<file path="src/pkg/vswcfg_cfg.svh">
// Register map, field positions, reset values and timing for the switch configuration bank.
`ifndef VSWCFG_CFG_SVH
`define VSWCFG_CFG_SVH
// ==========================================================
// Slave address
`define VSWCFG_ADDR_UPPER 6'h24
// ==========================================================
// Register offsets
`define VSWCFG_OFF_FAST_MODE 8'h00
`define VSWCFG_OFF_SIDE_MODE 8'h01
`define VSWCFG_OFF_RX_SET 8'h10
`define VSWCFG_OFF_PULSE_LO 8'h11
`define VSWCFG_OFF_PULSE_HI 8'h12
`define VSWCFG_OFF_EQ_LO 8'h13
`define VSWCFG_OFF_EQ_HI 8'h14
`define VSWCFG_OFF_TX_SET 8'h20
// ==========================================================
// Reset values
`define VSWCFG_RST_FAST_MODE 8'h40
`define VSWCFG_RST_SIDE_MODE 8'h40
`define VSWCFG_RST_RX_SET 8'h01
`define VSWCFG_RST_PULSE_LO 8'h00
`define VSWCFG_RST_PULSE_HI 8'h00
`define VSWCFG_RST_EQ_LO 8'h00
`define VSWCFG_RST_EQ_HI 8'h00
`define VSWCFG_RST_TX_SET 8'h03
// ==========================================================
// Writable bit masks; every other bit is fixed at zero
`define VSWCFG_MSK_MODE 8'h43
`define VSWCFG_MSK_RX_SET 8'h01
`define VSWCFG_MSK_FULL 8'hff
`define VSWCFG_MSK_NIBBLE 8'h0f
`define VSWCFG_MSK_TX_SET 8'h0f
// ==========================================================
// Field positions
`define VSWCFG_POS_ENABLE 6
`define VSWCFG_POS_SOURCE 0
`define VSWCFG_POS_TERM 0
`define VSWCFG_POS_PREEMPH 2
`define VSWCFG_POS_OTERM 1
`define VSWCFG_POS_OCUR 0
// ==========================================================
// Timing
`define VSWCFG_CLK_KHZ 25000
`define VSWCFG_TERM_PULSE_MS 100
`define VSWCFG_TERM_PULSE_CYC (`VSWCFG_TERM_PULSE_MS * `VSWCFG_CLK_KHZ)
`define VSWCFG_UPDATE_DELAY_US 50
`define VSWCFG_UPDATE_DELAY_CYC (`VSWCFG_UPDATE_DELAY_US * `VSWCFG_CLK_KHZ / 1000)
`endif

</file>
<file path="src/pkg/vswcfg_pkg.sv">
// Types shared by the switch configuration bank.
package vswcfg_pkg;
  // ==========================================================
  // Serial slave states
  typedef enum logic [8:0] {
    VSWCFG_IDLE = 9'h001,
    VSWCFG_ADDR = 9'h002,
    VSWCFG_AACK = 9'h004,
    VSWCFG_REG = 9'h008,
    VSWCFG_RACK = 9'h010,
    VSWCFG_WDAT = 9'h020,
    VSWCFG_WACK = 9'h040,
    VSWCFG_RDAT = 9'h080,
    VSWCFG_MACK = 9'h100
  } vswcfg_state_t;
  // ==========================================================
  // Physical configuration of the switch
  typedef struct packed {
    logic fast_path_enable;
    logic [1:0] fast_path_source;
    logic side_switch_enable;
    logic [1:0] side_switch_source;
    logic input_term_on;
    logic [11:0] term_pulse_on_switch;
    logic [11:0] input_eq_high;
    logic [1:0] output_preemph_level;
    logic output_term_on;
    logic output_current_high;
  } vswcfg_cfg_t;
  // ==========================================================
  // Parallel configuration pins
  typedef struct packed {
    logic enable;
    logic [1:0] source;
    logic eq_high;
    logic [1:0] preemph;
    logic current_high;
  } vswcfg_par_t;
endpackage

</file>
<file path="src/core/vswcfg_core.sv">
// Serial configuration register bank of a three-input video link switch.
`timescale 1ns/1ns
`include "vswcfg_cfg.svh"
`default_nettype none
module vswcfg_core #(
  parameter int TERM_PULSE_CYC = `VSWCFG_TERM_PULSE_CYC,
  parameter int UPDATE_DELAY_CYC = `VSWCFG_UPDATE_DELAY_CYC
) (
  // Clock and reset
  input wire logic CORE_CLK_IN,
  input wire logic RST_N_IN,
  // Serial pins
  input wire logic SCL_IN,
  input wire logic SDA_IN,
  output logic SDA_OUT,
  output logic SDA_OE_N_OUT,
  input wire logic SLAVE_ADDR_LSB_PIN_IN,
  // Parallel configuration pins
  input wire vswcfg_pkg::vswcfg_par_t PAR_CFG_IN,
  // Physical configuration
  output vswcfg_pkg::vswcfg_cfg_t SWITCH_CFG_OUT,
  output logic [11:0] CHANNEL_TERM_ON_OUT,
  output logic SERIAL_LOCK_OUT
);
  import vswcfg_pkg::*;

  localparam int WCW = $clog2(UPDATE_DELAY_CYC + 1);
  localparam int PCW = $clog2(TERM_PULSE_CYC + 1);

  generate
    if (TERM_PULSE_CYC < 1 || UPDATE_DELAY_CYC < 1) begin : g_bad_param
      $error("Timing counts must be at least one cycle.");
    end
  endgenerate

  // ==========================================================
  // Register decoding
  function automatic logic [3:0] reg_index(input logic [7:0] a);
    case (a)
      `VSWCFG_OFF_FAST_MODE: reg_index = 4'h8;
      `VSWCFG_OFF_SIDE_MODE: reg_index = 4'h9;
      `VSWCFG_OFF_RX_SET: reg_index = 4'ha;
      `VSWCFG_OFF_PULSE_LO: reg_index = 4'hb;
      `VSWCFG_OFF_PULSE_HI: reg_index = 4'hc;
      `VSWCFG_OFF_EQ_LO: reg_index = 4'hd;
      `VSWCFG_OFF_EQ_HI: reg_index = 4'he;
      `VSWCFG_OFF_TX_SET: reg_index = 4'hf;
      default: reg_index = 4'h0;
    endcase
  endfunction

  function automatic logic [7:0] reg_mask(input logic [2:0] i);
    case (i)
      3'h0, 3'h1: reg_mask = `VSWCFG_MSK_MODE;
      3'h2: reg_mask = `VSWCFG_MSK_RX_SET;
      3'h4, 3'h6: reg_mask = `VSWCFG_MSK_NIBBLE;
      3'h7: reg_mask = `VSWCFG_MSK_TX_SET;
      default: reg_mask = `VSWCFG_MSK_FULL;
    endcase
  endfunction

  function automatic logic [7:0] reg_reset(input logic [2:0] i);
    case (i)
      3'h0: reg_reset = `VSWCFG_RST_FAST_MODE;
      3'h1: reg_reset = `VSWCFG_RST_SIDE_MODE;
      3'h2: reg_reset = `VSWCFG_RST_RX_SET;
      3'h3: reg_reset = `VSWCFG_RST_PULSE_LO;
      3'h4: reg_reset = `VSWCFG_RST_PULSE_HI;
      3'h5: reg_reset = `VSWCFG_RST_EQ_LO;
      3'h6: reg_reset = `VSWCFG_RST_EQ_HI;
      default: reg_reset = `VSWCFG_RST_TX_SET;
    endcase
  endfunction

  // ==========================================================
  // Input synchronisers
  logic [9:0] sync1_q;
  logic [9:0] sync2_q;
  logic scl_prev_q;
  logic sda_prev_q;
  logic [6:0] par_prev_q;
  always_ff @(posedge CORE_CLK_IN or negedge RST_N_IN) begin
    if (!RST_N_IN) begin
      sync1_q <= 10'h3;
      sync2_q <= 10'h3;
      scl_prev_q <= 1'b1;
      sda_prev_q <= 1'b1;
      par_prev_q <= 7'h0;
    end else begin
      sync1_q <= {PAR_CFG_IN, SLAVE_ADDR_LSB_PIN_IN, SCL_IN, SDA_IN};
      sync2_q <= sync1_q;
      scl_prev_q <= sync2_q[1];
      sda_prev_q <= sync2_q[0];
      par_prev_q <= sync2_q[9:3];
    end
  end

  wire logic sda_s = sync2_q[0];
  wire logic scl_s = sync2_q[1];
  wire logic addr_lsb_s = sync2_q[2];
  wire vswcfg_par_t par_s = sync2_q[9:3];
  wire logic scl_rise = scl_s & ~scl_prev_q;
  wire logic scl_fall = ~scl_s & scl_prev_q;
  wire logic bus_start = scl_s & scl_prev_q & sda_prev_q & ~sda_s;
  wire logic bus_stop = scl_s & scl_prev_q & ~sda_prev_q & sda_s;
  wire logic [6:0] own_addr = {`VSWCFG_ADDR_UPPER, addr_lsb_s};

  // ==========================================================
  // Serial slave
  vswcfg_state_t st_q;
  logic [7:0] sh_q;
  logic [3:0] cnt_q;
  logic [7:0] ptr_q;
  logic rw_q;
  logic mnack_q;
  logic oe_n_q;
  logic lock_q;
  logic wr_fire_q;
  logic [7:0] regs_q [0:7];

  wire logic [3:0] ptr_idx = reg_index(ptr_q);
  wire logic [3:0] nxt_idx = reg_index(ptr_q + 8'h1);
  wire logic [7:0] rd_cur = ptr_idx[3] ? regs_q[ptr_idx[2:0]] : 8'h00;
  wire logic [7:0] rd_nxt = nxt_idx[3] ? regs_q[nxt_idx[2:0]] : 8'h00;
  wire logic byte_in = (cnt_q == 4'h8);
  wire logic addr_hit = (sh_q[7:1] == own_addr);
  wire logic shifting = (st_q == VSWCFG_ADDR) | (st_q == VSWCFG_REG) | (st_q == VSWCFG_WDAT);

  always_ff @(posedge CORE_CLK_IN or negedge RST_N_IN) begin
    if (!RST_N_IN) begin
      st_q <= VSWCFG_IDLE;
      sh_q <= 8'h00;
      cnt_q <= 4'h0;
      ptr_q <= 8'h00;
      rw_q <= 1'b0;
      mnack_q <= 1'b1;
      oe_n_q <= 1'b1;
      lock_q <= 1'b0;
      wr_fire_q <= 1'b0;
    end else begin
      wr_fire_q <= 1'b0;
      if (bus_start) begin
        st_q <= VSWCFG_ADDR;
        cnt_q <= 4'h0;
        oe_n_q <= 1'b1;
      end else if (bus_stop) begin
        st_q <= VSWCFG_IDLE;
        oe_n_q <= 1'b1;
      end else if (scl_rise) begin
        if (shifting) begin
          sh_q <= {sh_q[6:0], sda_s};
          cnt_q <= cnt_q + 4'h1;
        end else if (st_q == VSWCFG_RDAT) begin
          cnt_q <= cnt_q + 4'h1;
        end else if (st_q == VSWCFG_MACK) begin
          mnack_q <= sda_s;
        end
      end else if (scl_fall) begin
        case (st_q)
          VSWCFG_ADDR: begin
            if (byte_in && addr_hit) begin
              rw_q <= sh_q[0];
              oe_n_q <= 1'b0;
              lock_q <= 1'b1;
              st_q <= VSWCFG_AACK;
            end else if (byte_in) begin
              st_q <= VSWCFG_IDLE;
            end
          end
          VSWCFG_AACK: begin
            cnt_q <= 4'h0;
            if (rw_q) begin
              sh_q <= rd_cur;
              oe_n_q <= rd_cur[7];
              st_q <= VSWCFG_RDAT;
            end else begin
              oe_n_q <= 1'b1;
              st_q <= VSWCFG_REG;
            end
          end
          VSWCFG_REG: begin
            if (byte_in) begin
              ptr_q <= sh_q;
              oe_n_q <= 1'b0;
              st_q <= VSWCFG_RACK;
            end
          end
          VSWCFG_RACK, VSWCFG_WACK: begin
            oe_n_q <= 1'b1;
            cnt_q <= 4'h0;
            st_q <= VSWCFG_WDAT;
          end
          VSWCFG_WDAT: begin
            if (byte_in) begin
              wr_fire_q <= 1'b1;
              oe_n_q <= 1'b0;
              st_q <= VSWCFG_WACK;
            end
          end
          VSWCFG_RDAT: begin
            if (byte_in) begin
              oe_n_q <= 1'b1;
              st_q <= VSWCFG_MACK;
            end else begin
              sh_q <= {sh_q[6:0], 1'b0};
              oe_n_q <= sh_q[6];
            end
          end
          VSWCFG_MACK: begin
            cnt_q <= 4'h0;
            if (mnack_q) begin
              st_q <= VSWCFG_IDLE;
            end else begin
              ptr_q <= ptr_q + 8'h1;
              sh_q <= rd_nxt;
              oe_n_q <= rd_nxt[7];
              st_q <= VSWCFG_RDAT;
            end
          end
          default: begin
            oe_n_q <= 1'b1;
          end
        endcase
      end
      if (wr_fire_q) begin
        ptr_q <= ptr_q + 8'h1;
      end
    end
  end

  // ==========================================================
  // Register array
  always_ff @(posedge CORE_CLK_IN or negedge RST_N_IN) begin
    if (!RST_N_IN) begin
      for (int i = 0; i < 8; i++) begin
        regs_q[i] <= reg_reset(3'(i));
      end
    end else if (wr_fire_q && ptr_idx[3]) begin
      regs_q[ptr_idx[2:0]] <= sh_q & reg_mask(ptr_idx[2:0]);
    end
  end

  // ==========================================================
  // Configuration source selection
  vswcfg_cfg_t ser_cfg;
  vswcfg_cfg_t par_cfg;
  assign ser_cfg.fast_path_enable = regs_q[0][`VSWCFG_POS_ENABLE];
  assign ser_cfg.fast_path_source = regs_q[0][`VSWCFG_POS_SOURCE +: 2];
  assign ser_cfg.side_switch_enable = regs_q[1][`VSWCFG_POS_ENABLE];
  assign ser_cfg.side_switch_source = regs_q[1][`VSWCFG_POS_SOURCE +: 2];
  assign ser_cfg.input_term_on = regs_q[2][`VSWCFG_POS_TERM];
  assign ser_cfg.term_pulse_on_switch = {regs_q[4][3:0], regs_q[3]};
  assign ser_cfg.input_eq_high = {regs_q[6][3:0], regs_q[5]};
  assign ser_cfg.output_preemph_level = regs_q[7][`VSWCFG_POS_PREEMPH +: 2];
  assign ser_cfg.output_term_on = regs_q[7][`VSWCFG_POS_OTERM];
  assign ser_cfg.output_current_high = regs_q[7][`VSWCFG_POS_OCUR];
  assign par_cfg.fast_path_enable = par_s.enable;
  assign par_cfg.fast_path_source = par_s.source;
  assign par_cfg.side_switch_enable = 1'b1;
  assign par_cfg.side_switch_source = par_s.source;
  assign par_cfg.input_term_on = 1'b1;
  assign par_cfg.term_pulse_on_switch = 12'h000;
  assign par_cfg.input_eq_high = {12{par_s.eq_high}};
  assign par_cfg.output_preemph_level = par_s.preemph;
  assign par_cfg.output_term_on = 1'b1;
  assign par_cfg.output_current_high = par_s.current_high;
  wire vswcfg_cfg_t eff_cfg = lock_q ? ser_cfg : par_cfg;

  // ==========================================================
  // Update window and termination pulse
  // A change request is registered one cycle so the array already holds the new byte.
  wire logic par_change = ~lock_q & (par_s != par_prev_q);
  wire logic lock_set = scl_fall & (st_q == VSWCFG_ADDR) & byte_in & addr_hit & ~lock_q;
  logic commit_q;
  logic pending_q;
  logic [WCW-1:0] win_q;
  logic [PCW-1:0] pulse_q;
  vswcfg_cfg_t applied_q;
  wire logic win_open = (win_q != '0);
  wire logic apply_now = commit_q & ~win_open;
  wire logic apply_late = pending_q & (win_q == WCW'(1));
  wire logic do_apply = apply_now | apply_late;
  wire logic src_moves = do_apply & (eff_cfg.fast_path_source != applied_q.fast_path_source);

  always_ff @(posedge CORE_CLK_IN or negedge RST_N_IN) begin
    if (!RST_N_IN) begin
      commit_q <= 1'b1;
      pending_q <= 1'b0;
      win_q <= '0;
      applied_q <= '0;
      pulse_q <= '0;
    end else begin
      commit_q <= wr_fire_q | par_change | lock_set;
      if (apply_now) begin
        win_q <= WCW'(UPDATE_DELAY_CYC);
      end else if (win_open) begin
        win_q <= win_q - WCW'(1);
      end
      if (apply_now || apply_late) begin
        pending_q <= 1'b0;
      end
      if (commit_q && win_open) begin
        pending_q <= 1'b1;
      end
      if (do_apply) begin
        applied_q <= eff_cfg;
      end
      if (src_moves) begin
        pulse_q <= PCW'(TERM_PULSE_CYC);
      end else if (pulse_q != '0) begin
        pulse_q <= pulse_q - PCW'(1);
      end
    end
  end

  // ==========================================================
  // Outputs
  logic [11:0] term_q;
  wire logic pulsing = (pulse_q != '0);
  wire logic [11:0] term_d = {12{applied_q.input_term_on}} &
    ~({12{pulsing}} & applied_q.term_pulse_on_switch);

  always_ff @(posedge CORE_CLK_IN or negedge RST_N_IN) begin
    if (!RST_N_IN) begin
      term_q <= 12'h000;
    end else begin
      term_q <= term_d;
    end
  end

  assign SWITCH_CFG_OUT = applied_q;
  assign CHANNEL_TERM_ON_OUT = term_q;
  assign SERIAL_LOCK_OUT = lock_q;
  assign SDA_OE_N_OUT = oe_n_q;
  assign SDA_OUT = 1'b0;

endmodule
`default_nettype wire

</file>
<file path="config.mk">
export PLATFORM = sky130hd
export DESIGN_NAME = vswcfg_core
export DESIGN_NICKNAME = d
export VERILOG_FILES = /design/src/pkg/vswcfg_pkg.sv /design/src/core/vswcfg_core.sv
export VERILOG_INCLUDE_DIRS = /design/src /design/src/pkg
export SDC_FILE = /design/constraint.sdc
export NUM_CORES = 1
export LEC_CHECK = 0
export BUFFER_PORTS_ARGS = -buffer_cell sky130_fd_sc_hd__buf_4
export CAP_MARGIN = 20
export CORE_MARGIN = 4
export CORE_UTILIZATION = 66
export CTS_CLUSTER_DIAMETER = 100
export DETAILED_ROUTE_END_ITERATION = 16
export GPL_TIMING_DRIVEN = 0
export PLACE_DENSITY_LB_ADDON = 0.05
export SLEW_MARGIN = 40
export SYNTH_ARGS = -nofsm -noshare
export SYNTH_HDL_FRONTEND = slang
export SYNTH_SLANG_ARGS = --single-unit
</file>
<file path="constraint.sdc">
create_clock -name CORE_CLK_IN -period 8.3 [get_ports CORE_CLK_IN]
set_input_delay 0.415 -clock CORE_CLK_IN [delete_from_list [all_inputs] [get_ports CORE_CLK_IN]]
set_output_delay 0.415 -clock CORE_CLK_IN [all_outputs]
set_load 0.05 [all_outputs]
</file>
==> results.md <==
- Synth top area share: around 45%
- Status: complete, no violations
- First-pass GRT wire length: 47,290 um
- Proportion of layout cells with a drive suffix above 1: 17.25%
- Port buffer count: 60
- Async SR Flop Fraction: 100.0%
- R2r endpoint: sh_q[0]
- Clock period minus worst slack: between 3 and 4 ns
- Slew @ Worst Pin: 0.8662 ns
- Crit-path slowest cell: nor3_2
- Antenna cells: 0
- WHS Endpoint: sync1_q[4]
- Place WS: roughly 5.1 ns
- Syn_area_per_cell: 10.14 um^2
- CTS root buf: clkbuf_16
- Total number of vias: 8,728
- Sequential cell fraction of total power: 48.3%
- Wirelength per Cell: 21.24 um
- Postcts setup bufs: 0
- Clk pwr share: between 40% and 50%
- TritonCTS Buffers: 23
- Synth area leaders: dfrtp_1 (45%), mux2i_1 (4.4%), nand2_1 (4.2%)
- Most frequent cells in the layout: dfrtp_1 (194), nand2_1 (121), buf_4 (66)
- Post-synthesis net count: 1,086
- H-tree depth: 1
- DRT iter0 DRCs: 789
- Hpwl dp: 20,890 um
- Final period util: between 30% and 40%
- GRT Total Usage: 32.69%
- Commonest non-fill, non-tap cell in the layout: dfrtp_1
- Area grow syn2layout: 14.71%
- Clk Latency, worst-skew pair: 0.51 ns
- DRC viols: 0
- CP bufs+invs: 0
- Hold Violations, Final: 0
- Antenna-violating nets left: 0
- Startpoint types: flip-flop
- Core area: around 16,000 um^2
- Syn Inst Count: 1,059
- Nets: 1,175
- Fmax: slightly above 300 MHz
- CP Capture Type: flip-flop
- Max-slew violation count: 0
- RSZ-0062 raised after global routing: false
- Placement Rows: 46
- Max stage delay on crit path: 0.76 ns
- Pin count of the biggest net entering global routing: 74
- I/O pin cnt: 62
- Top_reg_cell synth: dfrtp_1
- Routability congestion estimate: 0.9952
- # setup viols final: 0
- EDFF count, synth: 0
- Pwr dens: 190.2 nW/um^2
- Worst R2R Setup Slack: 5.03 ns
- Required time worst endpoint: between 8 and 9 ns
- Vias in the first global route: 8,686
- Die area: 18,370 um^2
- Setup_tns: 0 ns
- Seq cells post-synth: 209
- P_sw: roughly 0.00060 W
- Final WS setup: 5.027 ns
- Max_cap viols: 0
- Synth unique cells: 97
- TritonCTS clock tree: yes
- Yosys warning count: 0
- Hold WC Path Type: input pin to flip-flop
- Crit Path Max Fanout: 10
- Post-synthesis sequential area ratio: 48.89%
- Comb power frac: 8.5%
- VDD IR-drop max: 0.1400 mV
- Int Power: 0.001747 W
- Crit-path leading delay family: simple AND/OR/NAND/NOR gates
- Hold path startpoint: PAR_CFG_IN[1]
- Crit path kind: flip-flop to flip-flop
- Vias per cell: 6.320
- Synth area leader: dfrtp_1
- Hold depth: 1
- DRT Wirelength: 29,330 um
- Initial Utilization: 67.58%
- Clock tree sinks: 209
- Initial antenna violation count: 0
- Clock Skew: 0.01616 ns
- Pre-antenna DRT Iters: 5
- Clock tree buffer depth: 3
- Die width: 135.5 um
- Die Height: 135.5 um
- Mapped cell area: between 10,000 and 15,000 um^2
- Slew HR: a little over two fifths
- Worst path cell trace: ha_1, nand3_2, and3_1, o311ai_2, a211oi_4, nor3_2, o2bb2ai_1, a2111oi_2, o31a_1
- RR Startpoint: ptr_q[1]
- Clk slew on worst S/H paths: 0.06 ns
- Grt ovf: 0
- Arrival @ worst endpoint: between 3 and 4 ns
- Switching part of the total: 25.42%
- Reg2Reg Depth: 9
- Fill cell count: ~1,100
- P_leak: 5.372 nW
how the worst max path moves through the flow:
| stage | startpoint | to | slack [ns] | cells after the start |
|---|---|---|---|---|
| floorplan | ptr_q[0] | regs_q[32] | 5.68 | 9 |
| global placement | ptr_q[0] | regs_q[49] | 5.10 | 7 |
| detailed placement | ptr_q[1] | sh_q[0] | 5.14 | 9 |
| CTS | ptr_q[1] | sh_q[0] | 5.14 | 9 |
| global route | ptr_q[0] | sh_q[4] | 4.86 | 12 |
| finish | ptr_q[1] | sh_q[0] | 5.03 | 9 |
cells by family (layout without fill, tap and decap cells):
family	count (synthesis)	after routing	synth area share, %
XOR/XNOR	39	39	3.182
multiplexers	62	62	5.956
adder cells (fa/ha/maj)	15	15	1.748
other	1	1	0.03493
AO/OA/AOI/OAI	289	289	18.45
buffers and inverters	83	189	3.916
flip-flops	209	209	48.89
AND/OR/NAND/NOR	361	361	17.82
cell usage after synthesis (6+ instances only):
master / count
buf_2: 15
mux2i_1: 47
nand2_1: 121
nand2b_1: 8
o21bai_1: 7
clkbuf_1: 25
or3_1: 14
o22ai_1: 9
mux2_2: 14
dfrtp_1: 194
xor2_1: 17
a21boi_0: 12
buf_4: 7
dfstp_2: 15
o21ai_1: 18
inv_1: 27
nor4_1: 10
o221ai_1: 14
a31oi_1: 13
o21ai_0: 63
ha_1: 15
nand4_1: 8
nor2_1: 52
a22oi_1: 6
a22o_1: 9
and2_1: 18
o31ai_1: 8
a21oi_1: 64
nor3_1: 25
nor2b_1: 28
nand3_1: 31
xnor2_1: 22
a21o_1: 11
repair_timing:
action                                 CTS  global route
hold buffers                             1             0
endpoints found under the hold margin   25             0
gates resized for setup                  0             0
routing by layer:
layer  up-vias  global-route usage, %  wire, um
li1       4006                      -         -
met1      4247                  44.92     12140
met2       379                  54.48     13920
met3        96                  4.941      2244
met4         0                  9.574      1023
met5         -                      0         0
power by group through the flow:
stage | Clock, W | Sequential [W] | Combinational [W]
floorplan | 0 | 0.00114 | 0.0000969
global placement | 0 | 0.00114 | 0.000185
detailed placement | 0 | 0.00115 | 0.000194
CTS | 0.00102 | 0.00113 | 0.000198
global route | 0.00106 | 0.00114 | 0.000217
finish | 0.00101 | 0.00113 | 0.000199
area by class of cell:
class	count	area [um^2]	share of cell area, %
flip-flops and latches	209	5249	42.62
multi-input cells	767	5069	41.16
clock buffers	34	656.9	5.334
repair buffers	64	550.5	4.471
plain buffers	56	319.1	2.591
well taps	216	270.3	2.195
inverters	27	101.3	0.8230
clock inverters	8	98.84	0.8027
metrics by stage:
step | cell area, um^2 | instances | util (%) | power [W] | hold WS [ns]
5_1_grt | 12310 | 1381 | 77.52 | 0.002418 | 0.004558
3_3_place_gp | 11460 | 1335 | 72.12 | 0.001328 | 0.3324
3_5_place_dp | 11550 | 1338 | 72.70 | 0.001339 | 0.2796
6_report | 12310 | 1381 | 77.52 | 0.002343 | 0.008054
4_1_cts | 12310 | 1381 | 77.52 | 0.002350 | 0.001951
2_1_floorplan | 10740 | 1059 | - | 0.001240 | 0.1194
state kept, by name, indices dropped and copies added, names as in the netlist, 4 cells and up:
register and count:
cnt_q 4, st_q 9, sync2_q 10, ptr_q 8, regs_q 64, par_prev_q 7
sync1_q 10, sh_q 8, CHANNEL_TERM_ON_OUT 12, win_q 11, pulse_q 22, SWITCH_CFG_OUT 35
(Power assumes the default switching activity.)
